File: config.mk
export PLATFORM = sky130hd
export DESIGN_NAME = rxf_frame_builder
export DESIGN_NICKNAME = d
export VERILOG_FILES = /design/src/rxf_pkg.sv /design/src/rxf_frame_builder.sv
export SDC_FILE = /design/constraint.sdc
export NUM_CORES = 1
export LEC_CHECK = 0
export BUFFER_PORTS_ARGS = -buffer_cell sky130_fd_sc_hd__buf_2
export CAP_MARGIN = 40
export CORE_ASPECT_RATIO = 0.5
export CORE_MARGIN = 2
export CORE_UTILIZATION = 47
export CTS_CLUSTER_SIZE = 20
export DETAILED_ROUTE_END_ITERATION = 8
export GPL_ROUTABILITY_DRIVEN = 0
export PLACE_DENSITY = 0.7
export SLEW_MARGIN = 20
export SYNTH_ARGS = -nofsm -noshare
export SYNTH_HDL_FRONTEND = slang
export SYNTH_SLANG_ARGS = --single-unit
export TNS_END_PERCENT = 50
File: constraint.sdc
create_clock -name clk -period 5.75 [get_ports clk]
set_input_delay 0.8625 -clock clk [delete_from_list [all_inputs] [get_ports clk]]
set_output_delay 0.8625 -clock clk [all_outputs]
set_load 0.02 [all_outputs]
File: src/rxf_pkg.sv
/*
 * rxf_pkg: constants and carrier types for the receive frame builder.
 * Assumes one 10 MHz clock domain shared by producer, builder and host port.
 */
package rxf_pkg;
	localparam logic [7:0] RXF_DELIM = 8'h7E;
	localparam logic [7:0] RXF_TYPE_RX = 8'h90;
	localparam logic [7:0] RXF_TYPE_EXP = 8'h91;
	localparam logic [7:0] RXF_TYPE_IO = 8'h92;
	localparam logic [15:0] RXF_RESERVED = 16'hFFFE;
	localparam logic [7:0] RXF_CKS_BASE = 8'hFF;
	localparam int RXF_OPT_EXPL_BIT = 1;
	localparam int RXF_BYTE_W = 8;
	localparam int RXF_FIFO_DEPTH = 8;
	localparam int RXF_N_ANALOG = 5;
	localparam int RXF_SUPPLY_BIT = 7;
	localparam logic [15:0] RXF_DLINE_MASK = 16'h1FFF;
	localparam logic [15:0] RXF_HDR_LEN_RX = 16'h000C;
	localparam logic [15:0] RXF_HDR_LEN_EXP = 16'h0012;
	localparam logic [15:0] RXF_HDR_LEN_IO = 16'h0010;
	localparam logic [15:0] RXF_LEN_OFS = 16'h0003;
	localparam logic [15:0] RXF_POS_ADDR = 16'h0004;
	localparam logic [1:0] RXF_ADDR_OPT = 2'h0;
	localparam logic [1:0] RXF_ADDR_MODE = 2'h1;
	localparam logic [1:0] RXF_ADDR_STAT = 2'h2;
	localparam logic [1:0] RXF_ADDR_CNT = 2'h3;

	typedef enum logic {RXF_KIND_DATA, RXF_KIND_SAMPLE} rxf_kind_e;

	typedef struct packed {
		rxf_kind_e kind;
		logic [63:0] src_addr;
		logic [7:0] src_ep;
		logic [7:0] dst_ep;
		logic [15:0] cluster;
		logic [15:0] profile;
		logic [7:0] rx_opts;
		logic [15:0] pay_len;
		logic [7:0] num_sets;
		logic [15:0] dmask;
		logic [7:0] amask;
		logic [15:0] dsample;
		logic [RXF_N_ANALOG-1:0][15:0] analog;
	} rxf_hdr_s;

	typedef struct packed {
		logic [1:0] addr;
		logic [7:0] wdata;
		logic wr;
		logic rd;
	} rxf_reg_req_s;
endpackage : rxf_pkg

File: src/rxf_frame_builder.sv
/*
 * rxf_fifo and rxf_frame_builder: payload buffer and receive frame builder.
 * Assumes header and payload producers and the host byte port share clk;
 * the producer delivers exactly pay_len payload bytes per data header.
 */
// The register offsets and the address-and-strobe port were left to the implementer.
//
// Function
// frame opens with delimiter, then 16-bit length of bytes before checksum
// last byte is FF minus low byte of sum from type onward
// option zero and radio data gives plain receive frame type 90
// plain frame carries 64-bit sender address from offset 4, then payload
// payload bytes are the received data, unmodified
// option bit 1 set gives explicit receive frame type 91
// explicit frame: endpoints at 14 and 15, cluster 16, profile 18
// option zero in frame mode forwards samples as type 92 frame
// sample frame: reserved word FFFE then receive options byte
// sample set count at offset 15
// 16-bit digital mask, lines 0 to 12, bits 13 to 15 zero
// analog mask at offset 18, inputs 0 to 3 and supply bit 7
// digital sample word only with nonzero mask, unsampled lines zero
// one 16-bit value per enabled analog input, ascending order
// multi-byte fields go most significant byte first
// host recomputes checksum and discards mismatching frames; rxf_host_model only flags a mismatch in cks_ok and keeps the frame
`timescale 1ns/10ps
`default_nettype none

module rxf_fifo #(
	parameter int W = 8,
	parameter int D = 8
) (
	input wire logic clk,
	input wire logic rst_n,
	input wire logic in_valid,
	input wire logic [W-1:0] in_data,
	output logic in_ready,
	output logic out_valid,
	output logic [W-1:0] out_data,
	input wire logic out_ready
);
	localparam int AW = (D > 1) ? $clog2(D) : 1;

	typedef struct packed {
		logic [D-1:0][W-1:0] mem;
		logic [AW-1:0] wp;
		logic [AW-1:0] rp;
		logic [AW:0] cnt;
		logic in_rdy;
	} rxf_fifo_s;

	rxf_fifo_s s_q;
	rxf_fifo_s s_d;
	logic push;
	logic pop;

	assign out_valid = (s_q.cnt != '0);
	assign out_data = s_q.mem[s_q.rp];
	assign in_ready = s_q.in_rdy;
	assign push = in_valid && s_q.in_rdy;
	assign pop = out_valid && out_ready;

	always_comb begin
		s_d = s_q;
		if (push) begin
			s_d.mem[s_q.wp] = in_data;
			s_d.wp = (s_q.wp == AW'(D - 1)) ? '0 : AW'(s_q.wp + 1'b1);
		end
		if (pop) begin
			s_d.rp = (s_q.rp == AW'(D - 1)) ? '0 : AW'(s_q.rp + 1'b1);
		end
		if (push && !pop) begin
			s_d.cnt = (AW+1)'(s_q.cnt + 1'b1);
		end else if (pop && !push) begin
			s_d.cnt = (AW+1)'(s_q.cnt - 1'b1);
		end
		s_d.in_rdy = (s_d.cnt != (AW+1)'(D));
	end

	always_ff @(posedge clk) begin
		if (!rst_n) begin
			s_q <= '0;
		end else begin
			s_q <= s_d;
		end
	end
endmodule : rxf_fifo

////////////////////////////////////////////////////////////////////////////////

module rxf_frame_builder
	import rxf_pkg::*;
(
	input wire logic clk,
	input wire logic rst_n,
	input wire rxf_reg_req_s reg_req,
	output logic [7:0] reg_rdata,
	input wire logic hdr_valid,
	input wire rxf_hdr_s hdr,
	output logic hdr_ready,
	input wire logic pay_valid,
	input wire logic [7:0] pay_data,
	output logic pay_ready,
	output logic tx_valid,
	output logic [7:0] tx_data,
	input wire logic tx_ready
);
	typedef enum logic {ST_IDLE, ST_FRAME} rxf_state_e;

	typedef struct packed {
		rxf_state_e st;
		rxf_hdr_s hdr;
		logic [7:0] ftype;
		logic [15:0] len;
		logic [15:0] head_end;
		logic [15:0] pos;
		logic [95:0] tail;
		logic [7:0] sum;
		logic out_valid;
		logic [7:0] out_data;
		logic [15:0] o_pos;
		logic o_cks;
		logic hdr_ready;
		logic [7:0] output_format_option;
		logic frame_mode;
		logic drop_seen;
		logic [7:0] frames;
		logic [7:0] rdata;
	} rxf_top_s;

	rxf_top_s s_q;
	rxf_top_s s_d;
	logic fifo_valid;
	logic [7:0] fifo_dout;
	logic fifo_pop;
	logic fifo_in_ready;
	logic take;
	logic hdr_take;

	rxf_fifo #(
		.W(RXF_BYTE_W),
		.D(RXF_FIFO_DEPTH)
	) u_pay_fifo (
		.clk(clk),
		.rst_n(rst_n),
		.in_valid(pay_valid),
		.in_data(pay_data),
		.in_ready(fifo_in_ready),
		.out_valid(fifo_valid),
		.out_data(fifo_dout),
		.out_ready(fifo_pop)
	);

	// sample tail: digital word then enabled analog words, left justified
	function automatic logic [99:0] build_tail(input rxf_hdr_s h);
		logic [95:0] t;
		logic [3:0] n;
		int b;
		t = '0;
		n = '0;
		if (h.dmask != '0) begin
			t = {t[79:0], h.dsample & h.dmask};
			n = 4'h2;
		end
		for (int i = 0; i < RXF_N_ANALOG; i++) begin
			b = (i == RXF_N_ANALOG - 1) ? RXF_SUPPLY_BIT : i;
			if (h.amask[b]) begin
				t = {t[79:0], h.analog[i]};
				n = 4'(n + 4'h2);
			end
		end
		t = t << (8 * (12 - int'(n)));
		return {n, t};
	endfunction : build_tail

	// fixed header bytes by frame position, most significant first
	function automatic logic [7:0] head_byte(input rxf_top_s s);
		logic [7:0] b;
		logic ex;
		int p;
		ex = (s.ftype == RXF_TYPE_EXP);
		p = int'(s.pos);
		b = '0;
		case (p)
			0: b = RXF_DELIM;
			1: b = s.len[15:8];
			2: b = s.len[7:0];
			3: b = s.ftype;
			4, 5, 6, 7, 8, 9, 10, 11: b = s.hdr.src_addr[8*(11-p) +: 8];
			12: b = RXF_RESERVED[15:8];
			13: b = RXF_RESERVED[7:0];
			14: b = ex ? s.hdr.src_ep : s.hdr.rx_opts;
			15: b = ex ? s.hdr.dst_ep : s.hdr.num_sets;
			16: b = ex ? s.hdr.cluster[15:8] : s.hdr.dmask[15:8];
			17: b = ex ? s.hdr.cluster[7:0] : s.hdr.dmask[7:0];
			18: b = ex ? s.hdr.profile[15:8] : s.hdr.amask;
			19: b = s.hdr.profile[7:0];
			20: b = s.hdr.rx_opts;
			default: b = '0;
		endcase
		return b;
	endfunction : head_byte

	assign take = !s_q.out_valid || tx_ready;
	assign hdr_take = hdr_valid && s_q.hdr_ready;

	always_comb begin
		logic [99:0] tl;
		logic [7:0] b;
		logic v;
		logic cks;
		tl = '0;
		b = '0;
		v = 1'b0;
		cks = 1'b0;
		s_d = s_q;
		fifo_pop = 1'b0;

		////////////////////////////////////////////////////////////////////
		// register port
		s_d.rdata = '0;
		if (reg_req.wr) begin
			if (reg_req.addr == RXF_ADDR_OPT) begin
				s_d.output_format_option = reg_req.wdata;
			end else if (reg_req.addr == RXF_ADDR_MODE) begin
				s_d.frame_mode = reg_req.wdata[0];
			end else if (reg_req.addr == RXF_ADDR_STAT) begin
				if (reg_req.wdata[2]) begin
					s_d.drop_seen = 1'b0;
				end
			end
		end else if (reg_req.rd) begin
			if (reg_req.addr == RXF_ADDR_OPT) begin
				s_d.rdata = s_q.output_format_option;
			end else if (reg_req.addr == RXF_ADDR_MODE) begin
				s_d.rdata = {7'h00, s_q.frame_mode};
			end else if (reg_req.addr == RXF_ADDR_STAT) begin
				s_d.rdata = {5'h00, s_q.drop_seen, ~fifo_in_ready,
					s_q.st == ST_FRAME};
			end else begin
				s_d.rdata = s_q.frames;
			end
		end

		////////////////////////////////////////////////////////////////////
		// header acceptance and frame type choice
		if (hdr_take) begin
			s_d.hdr = hdr;
			s_d.hdr.dmask = hdr.dmask & RXF_DLINE_MASK;
			s_d.pos = '0;
			s_d.sum = '0;
			tl = build_tail(s_d.hdr);
			s_d.tail = tl[95:0];
			if (hdr.kind == RXF_KIND_DATA) begin
				s_d.st = ST_FRAME;
				if (s_q.output_format_option[RXF_OPT_EXPL_BIT]) begin
					s_d.ftype = RXF_TYPE_EXP;
					s_d.len = 16'(RXF_HDR_LEN_EXP + hdr.pay_len);
					s_d.head_end = 16'(RXF_HDR_LEN_EXP + RXF_LEN_OFS);
				end else begin
					s_d.ftype = RXF_TYPE_RX;
					s_d.len = 16'(RXF_HDR_LEN_RX + hdr.pay_len);
					s_d.head_end = 16'(RXF_HDR_LEN_RX + RXF_LEN_OFS);
				end
			end else if (s_q.output_format_option == '0 && s_q.frame_mode) begin
				s_d.st = ST_FRAME;
				s_d.ftype = RXF_TYPE_IO;
				s_d.len = 16'(RXF_HDR_LEN_IO + {12'h000, tl[99:96]});
				s_d.head_end = 16'(RXF_HDR_LEN_IO + RXF_LEN_OFS);
			end else begin
				s_d.drop_seen = 1'b1;
			end
		end

		////////////////////////////////////////////////////////////////////
		// byte emission
		if (take) begin
			if (s_q.st == ST_FRAME) begin
				if (s_q.pos < s_q.head_end) begin
					b = head_byte(s_q);
					v = 1'b1;
				end else if (s_q.pos < 16'(s_q.len + RXF_LEN_OFS)) begin
					if (s_q.hdr.kind == RXF_KIND_DATA) begin
						fifo_pop = fifo_valid;
						b = fifo_dout;
						v = fifo_valid;
					end else begin
						b = s_q.tail[95:88];
						s_d.tail = {s_q.tail[87:0], 8'h00};
						v = 1'b1;
					end
				end else begin
					b = 8'(RXF_CKS_BASE - s_q.sum);
					cks = 1'b1;
					v = 1'b1;
					s_d.st = ST_IDLE;
					s_d.frames = 8'(s_q.frames + 8'h01);
				end
			end
			s_d.out_valid = v;
			if (v) begin
				s_d.out_data = b;
				s_d.o_pos = s_q.pos;
				s_d.o_cks = cks;
				s_d.pos = 16'(s_q.pos + 16'h0001);
				if (!cks && s_q.pos >= RXF_LEN_OFS) begin
					s_d.sum = 8'(s_q.sum + b);
				end
			end
		end
		s_d.hdr_ready = (s_d.st == ST_IDLE);
	end

	always_ff @(posedge clk) begin
		if (!rst_n) begin
			s_q <= '0;
		end else begin
			s_q <= s_d;
		end
	end

	assign reg_rdata = s_q.rdata;
	assign hdr_ready = s_q.hdr_ready;
	assign pay_ready = fifo_in_ready;
	assign tx_valid = s_q.out_valid;
	assign tx_data = s_q.out_data;
endmodule : rxf_frame_builder

`default_nettype wire

### Word level (Yosys, flattened, before mapping)

Cells that the tools add are included.

* shifts and indexed selects: 2
* $lt $le $gt $ge: 6
* reduce and logical (&&, ||, !) cells: 25
* bitwise operators: 8
* $add $sub $neg: 19
* muxes and demuxes: 83
* equality and inequality tests: 27

Operator list (count)
* 96-bit 2-to-1 mux: 10
* 426-bit 2-to-1 mux: 1
* 146-bit 2-to-1 mux: 1
* 8-bit 2-to-1 mux: 17
* 16-bit by 4-bit == test with 1-bit output (second input constant): 8
* 8-bit case mux with 14 select lines: 1
* 96-bit by 32-bit << shifter with 96-bit output: 1
* 16-bit by 5-bit == test with 1-bit output (second input constant): 5
* 40-bit 2-to-1 mux: 2
* 64-bit bitwise mux: 1
* 16-bit by 3-bit == test with 1-bit output (second input constant): 4
* 64-bit by 20-bit variable part select with 8-bit output: 1
* 4-bit 2-to-1 mux: 13
* 33-bit 2-to-1 mux: 1
* 16-bit by 2-bit == test with 1-bit output (second input constant): 2
* 16-bit less-than comparator: 2
* 16-bit 2-to-1 mux: 2
* 1-bit 2-to-1 mux: 28
* 25-bit 2-to-1 mux: 1
* 8-bit binary-select mux with 3-bit select: 1
* 8-bit demux with 3-bit select: 1
* 4-bit by 2-bit adder with 4-bit output (second input constant): 5
* 4-bit by 16-bit subtractor with 17-bit output (first input constant): 1
* 16-bit by 1-bit adder with 16-bit output (second input constant): 1
* other kinds (38): 60

* logic and storage cells: 216
* output and inout bits: 19
* input port bits: 290
* register bits after elaboration: 551

### Depth between registers and ports, before layout

* depth after elaboration: 27
* depth in mapped cells: 28
* gate-level depth less buffers: 27

### Hierarchy

Synthesis repeated with hierarchy kept, for this count alone.

* cell total of the unflattened synthesis: 3074
* area total of the unflattened synthesis: 24434.7 um^2

By module, submodules not included
* rxf_frame_builder: area each 21026.4 um^2, seq. area each 6606.3 um^2, times used 1, cells an instance 2752
* rxf_fifo: area each 3408.3 um^2, seq. area each 1501.4 um^2, times used 1, cells an instance 322

### Worst setup path after synthesis

Ideal clock, no wire load.

* kind: in2reg
* from: in hdr[96] in the netlist's numbering
* to: reg s_q[114] in the netlist's numbering
* setup time: 70 ps
* arrival: 5503 ps
* path slack: 177 ps
* path buffers: 4
* cell stages on the path: 21
* data required time: 5680 ps
* cell sequence: clkbuf_1 inv_1 clkbuf_1 ha_1 buf_2 xnor2_1 inv_1 ha_1 xor3_1 a32o_1 a21oi_1 ha_1 nand2_1 xnor3_1 or3_1 a41oi_2 clkbuf_1 a22oi_1 mux2_2 o31a_1 a21oi_1

* longest elaborated chain between the ends: 22
* elaborated cells on any way between the ends: 28
* classes of those cells: 5 x add/sub; 1 x shift; 22 x mux

RTL lines
* from (decl): line rxf_frame_builder.sv:98 `input wire rxf_hdr_s hdr,`
* 4-bit 2-to-1 mux: line rxf_frame_builder.sv:166 `if (h.amask[b]) begin`
* 4-bit 2-to-1 mux: line rxf_frame_builder.sv:246 `if (hdr_take) begin`
* 4-bit by 2-bit adder with 4-bit output: line rxf_frame_builder.sv:168 `n = 4'(n + 4'h2);`
* 4-bit 2-to-1 mux: line rxf_frame_builder.sv:166
* 4-bit 2-to-1 mux: line rxf_frame_builder.sv:246
* 4-bit by 2-bit adder with 4-bit output: line rxf_frame_builder.sv:168
* 4-bit 2-to-1 mux: line rxf_frame_builder.sv:166
* 4-bit 2-to-1 mux: line rxf_frame_builder.sv:246
* [... 6 more ...]
* 4-bit by 4-bit subtractor with 5-bit output: line rxf_frame_builder.sv:171 `t = t << (8 * (12 - int'(n)));`
* 96-bit by 32-bit << shifter with 96-bit output (*): line rxf_frame_builder.sv:171
* 426-bit 2-to-1 mux (*): line rxf_frame_builder.sv:246
* 96-bit 2-to-1 mux: line rxf_frame_builder.sv:282 `if (s_q.hdr.kind == RXF_KIND_DATA) begin`
* 96-bit 2-to-1 mux: line rxf_frame_builder.sv:281 `end else if (s_q.pos < 16'(s_q.len + RXF_LEN_OFS)) begin`
* 96-bit 2-to-1 mux: line rxf_frame_builder.sv:278 `if (s_q.pos < s_q.head_end) begin`
* 96-bit 2-to-1 mux: line rxf_frame_builder.sv:277 `if (s_q.st == ST_FRAME) begin`
* 146-bit 2-to-1 mux (*): line rxf_frame_builder.sv:276 `if (take) begin`
* to (signal assigned): line rxf_frame_builder.sv:315 `s_q <= '0;`
* to (signal assigned): line rxf_frame_builder.sv:317 `s_q <= s_d;`
* to (decl): line rxf_frame_builder.sv:130 `rxf_top_s s_q;`

Mark *: on every way between the ends. The rest lies on a longest branch, timed or not. The select of a mux whose other input is x is not followed.
A chain may end at the register's enable or synchronous reset.

### Final worst setup path

* from: reg s_q[191] in the netlist's numbering
* to: reg s_q[60] in the netlist's numbering

* longest elaborated chain between the ends: 11
* elaborated cells on any way between the ends: 21
* classes of those cells: 2 x add/sub; 1 x order compare; 16 x mux; 2 x reduce/logical

RTL lines
* parallel branches: the longest is 9 deep, another holds 16-bit by 2-bit adder with 16-bit output
* 8-bit 2-to-1 mux (*): line rxf_frame_builder.sv:300 `if (v) begin`
* 146-bit 2-to-1 mux (*): line rxf_frame_builder.sv:276

Mark *: on every way between the ends. The select of a mux whose other input is x is not followed.

==> key figures <==
Worst setup path
  – Crit path cell chain: o2111ai_1, nor2_1, and4_1, nand2_1, xor2_1, ha_1, a21oi_1, o21ai_0, a221o_1, o21ai_0, o21ai_0, o2bb2a_1, ha_1, a21o_1, a21oi_1, nor2b_1, o21a_1, o41ai_2, buf_4, nor4b_1, or4_1
  – Crit path kind: flip-flop to flip-flop
  – Worst r2r path cells: 21
  – CP dominant cell by count: o21ai_0
  – Crit start category: flip-flop
  – CP required: 6.20 ns
  – Worst Setup End Kind: flip-flop
  – Slowest-stage cell, CP: or4_1
  – Family with the most delay on the worst path: compound AO/OA/AOI/OAI gates
  – CP Max Fanout: 6
  – Reg2reg start: s_q[191]$_SDFFE_PN0P_
  – Arr. time, crit path: 5.83 ns
  – R2R Path End: s_q[60]$_SDFF_PN0_
  – Buf/Inv on CP: 1
  – Largest stage delay, worst path: a little over 0.5 ns
  – Worst R2R Setup Slack: 0.38 ns

Global routing
  – Global-route wire length before repair: 131000 µm
  – Vias in the first global route: about 24000
  – GRT Util Overall: 0.299
  – Initial antenna violation count: 7
  – Largest net degree at the start of global routing: 156
  – GRT overflow: 0

Yosys
  – Asr flop ratio synth: 0
  – EDFF count, synth: 0
  – Post-synthesis cell type count: 90
  – Average size of a mapped cell: approximately 7.8 µm²
  – Area leader, netlist: dfxtp_1
  – Synth Register Bits: 405
  – Post-synth top area share: 0.329
  – Ranking of synthesized cells by area: dfxtp_1, nand2_1, a21oi_1
  – Cells after Synth: between 3000 and 4000
  – Synth Flop Type: dfxtp_1
  – Sequential element share of the synthesized area: 0.329
  – Post-Syn Area: 24600 µm²
  – Warnings, synthesis: 0
  – Mapped Nets: 3518

Worst hold path
  – HP Class: flip-flop to flip-flop
  – Hold depth: 2
  – HP Start: s_q[61]$_SDFF_PN0_
  – Hold Path Sink: s_q[61]$_SDFF_PN0_

Routing
  – Routed wire length: 85500 µm
  – Max layer used: met5
  – Met3 WL: 6910 µm
  – DR vias/cell: 6.24
  – Metal2 WL: just under 40000 µm
  – DRT Pass-1 Iters: 7
  – DR DRC count: 0
  – Initial DRC Count: 3084
  – Met1 WL: 35200 µm
  – Wire per inst: 20.7 µm
  – Routed Antenna Nets: 0
  – Via count: 25800

Clocking
  – H-tree Lvls: 2
  – Longest Clk Path Bufs: 3
  – Sink Count: 405
  – Clk Latency, worst-skew pair: 0.59 ns
  – Clock-pin slew on the worst setup and hold paths: 0.07 ns
  – Root Buffer: clkbuf_16
  – CTS tree: built
  – Num CTS Buffers: 39
  – CTS Hold Bufs: 0
  – Total setup buffers inserted after CTS: 0
  – PostCTS Resize Cnt: 0

STA
  – Slew margin rel.: 0.375
  – Final Hold Vio Count: 0
  – Slew Limit Fails: 0
  – Final period util: 0.935
  – Final worst path period need: approximately 5.4 ns
  – Fmax: roughly 190 MHz
  – Final setup fails: 0
  – Skew final: 0.0437 ns
  – Worst-Margin Slew: 0.929 ns
  – Setup TNS: 0 ns
  – RSZ-0062 raised after global routing: no

Power and ir drop
  – Maximum vdd drop: 0.000215 V
  – Leakage: 0.0112 µW
  – Pwr dens: 269 nW/µm²

Final layout
  – Most frequent cells in the layout: nand2_1, dfxtp_1, a21oi_1
  – Layout cell share with drive strength beyond 1: 0.192
  – Final core utilization: 0.557
  – Leading cell type in the layout, fill and taps excluded: nand2_1
  – Area grow syn2layout: 17.3%
  – Nets: 3749

Floorplanning
  – Starting Density: 0.475
  – I/O pin total: 309
  – Die H: 166 µm
  – FP Rows: slightly below 60
  – Die footprint: 54400 µm²
  – Die W: 328 µm
  – Core box area: 51900 µm²

Flow run
  – Max Cap Viol: 0

Status
  – Status: finished, final reports clean

Placed design
  – Port bufs: 302
  – HPWL after DPL: 62000 µm
-- logic make-up after synthesis --
kind of cell    count (synthesis)  share of synthesized area
simple gates                 1165                      0.216
compound gates                968                      0.251
buf+inv                       325                     0.0536
xor+xnor                       56                     0.0222
mux                           201                      0.100
fa+ha+maj                      54                     0.0277
flops                         405                      0.329
-- registers in the layout, summed over array words and instances, names as in the netlist --
signal,count
hdr_ready,1
reg_rdata,8
s_q,312
tx_data,8
tx_valid,1
u_pay_fifo.in_ready,1
u_pay_fifo.s_q,74
-- tightest hold or removal path, cell delays in order, from the launching register on --
cell and delay [ns]:
dfxtp_1 0.30, nand2_1 0.05, a21oi_1 0.05
-- final cells by class --
class | instances | area, µm²
clock inverters | 20 | 285
fillers | 4844 | 23000
diodes | 3 | 7.51
clock buffers | 50 | 1080
flip-flops and latches | 405 | 8110
well taps | 701 | 877
inverters | 39 | 154
multi-input cells | 2444 | 15300
repair buffers | 476 | 3110
-- metal layers --
metal | up-vias | global-route usage
met5 | - | 0
met2 | 1232 | 0.485
met4 | 4 | 0.124
met1 | 12300 | 0.397
met3 | 227 | 0.0441
li1 | 12100 | -
-- worst max path at each step --
stage / from / cells after the start / end
floorplan: hdr[96] / 21 / s_q[114]$_SDFF_PN0_
global placement: hdr[104] / 24 / s_q[88]$_SDFF_PN0_
detailed placement: hdr[104] / 23 / s_q[116]$_SDFF_PN0_
CTS: s_q[189]$_SDFFE_PN0P_ / 25 / s_q[60]$_SDFF_PN0_
global route: s_q[189]$_SDFFE_PN0P_ / 25 / s_q[60]$_SDFF_PN0_
finish: s_q[191]$_SDFFE_PN0P_ / 21 / s_q[60]$_SDFF_PN0_
-- power breakdown --
group / internal, µW / total [µW] / switching (µW)
clock network: 1570 / 2770 / 1200
logic: 791 / 1990 / 1190
registers: 2930 / 3030 / 97.4
-- through the flow --
step	worst slack (ns)	total power, µW	instance area, µm²	hold slack (ns)	instances
after floorplan	0.177	4230	24600	0.431	3174
after global placement	0.170	4960	27200	0.438	4046
after detailed placement	0.0502	5000	27400	0.445	4059
after CTS	0.0875	7740	28700	0.454	4129
after global routing	0.00906	8100	28900	0.468	4138
final	0.375	7790	28900	0.451	4138
-- Yosys cell counts, types with 45 or more instances --
| library cell | number |
|---|---|
| a31oi_1 | 45 |
| dfxtp_1 | 405 |
| a221oi_1 | 53 |
| ha_1 | 53 |
| clkbuf_1 | 215 |
| nand3_1 | 93 |
| a21oi_1 | 363 |
| nand2_1 | 565 |
| o21ai_0 | 140 |
| nor2_1 | 230 |
| mux2i_1 | 137 |
| o22ai_1 | 81 |
| a22oi_1 | 65 |
No activity file was read; power rests on OpenSTA's default activity.
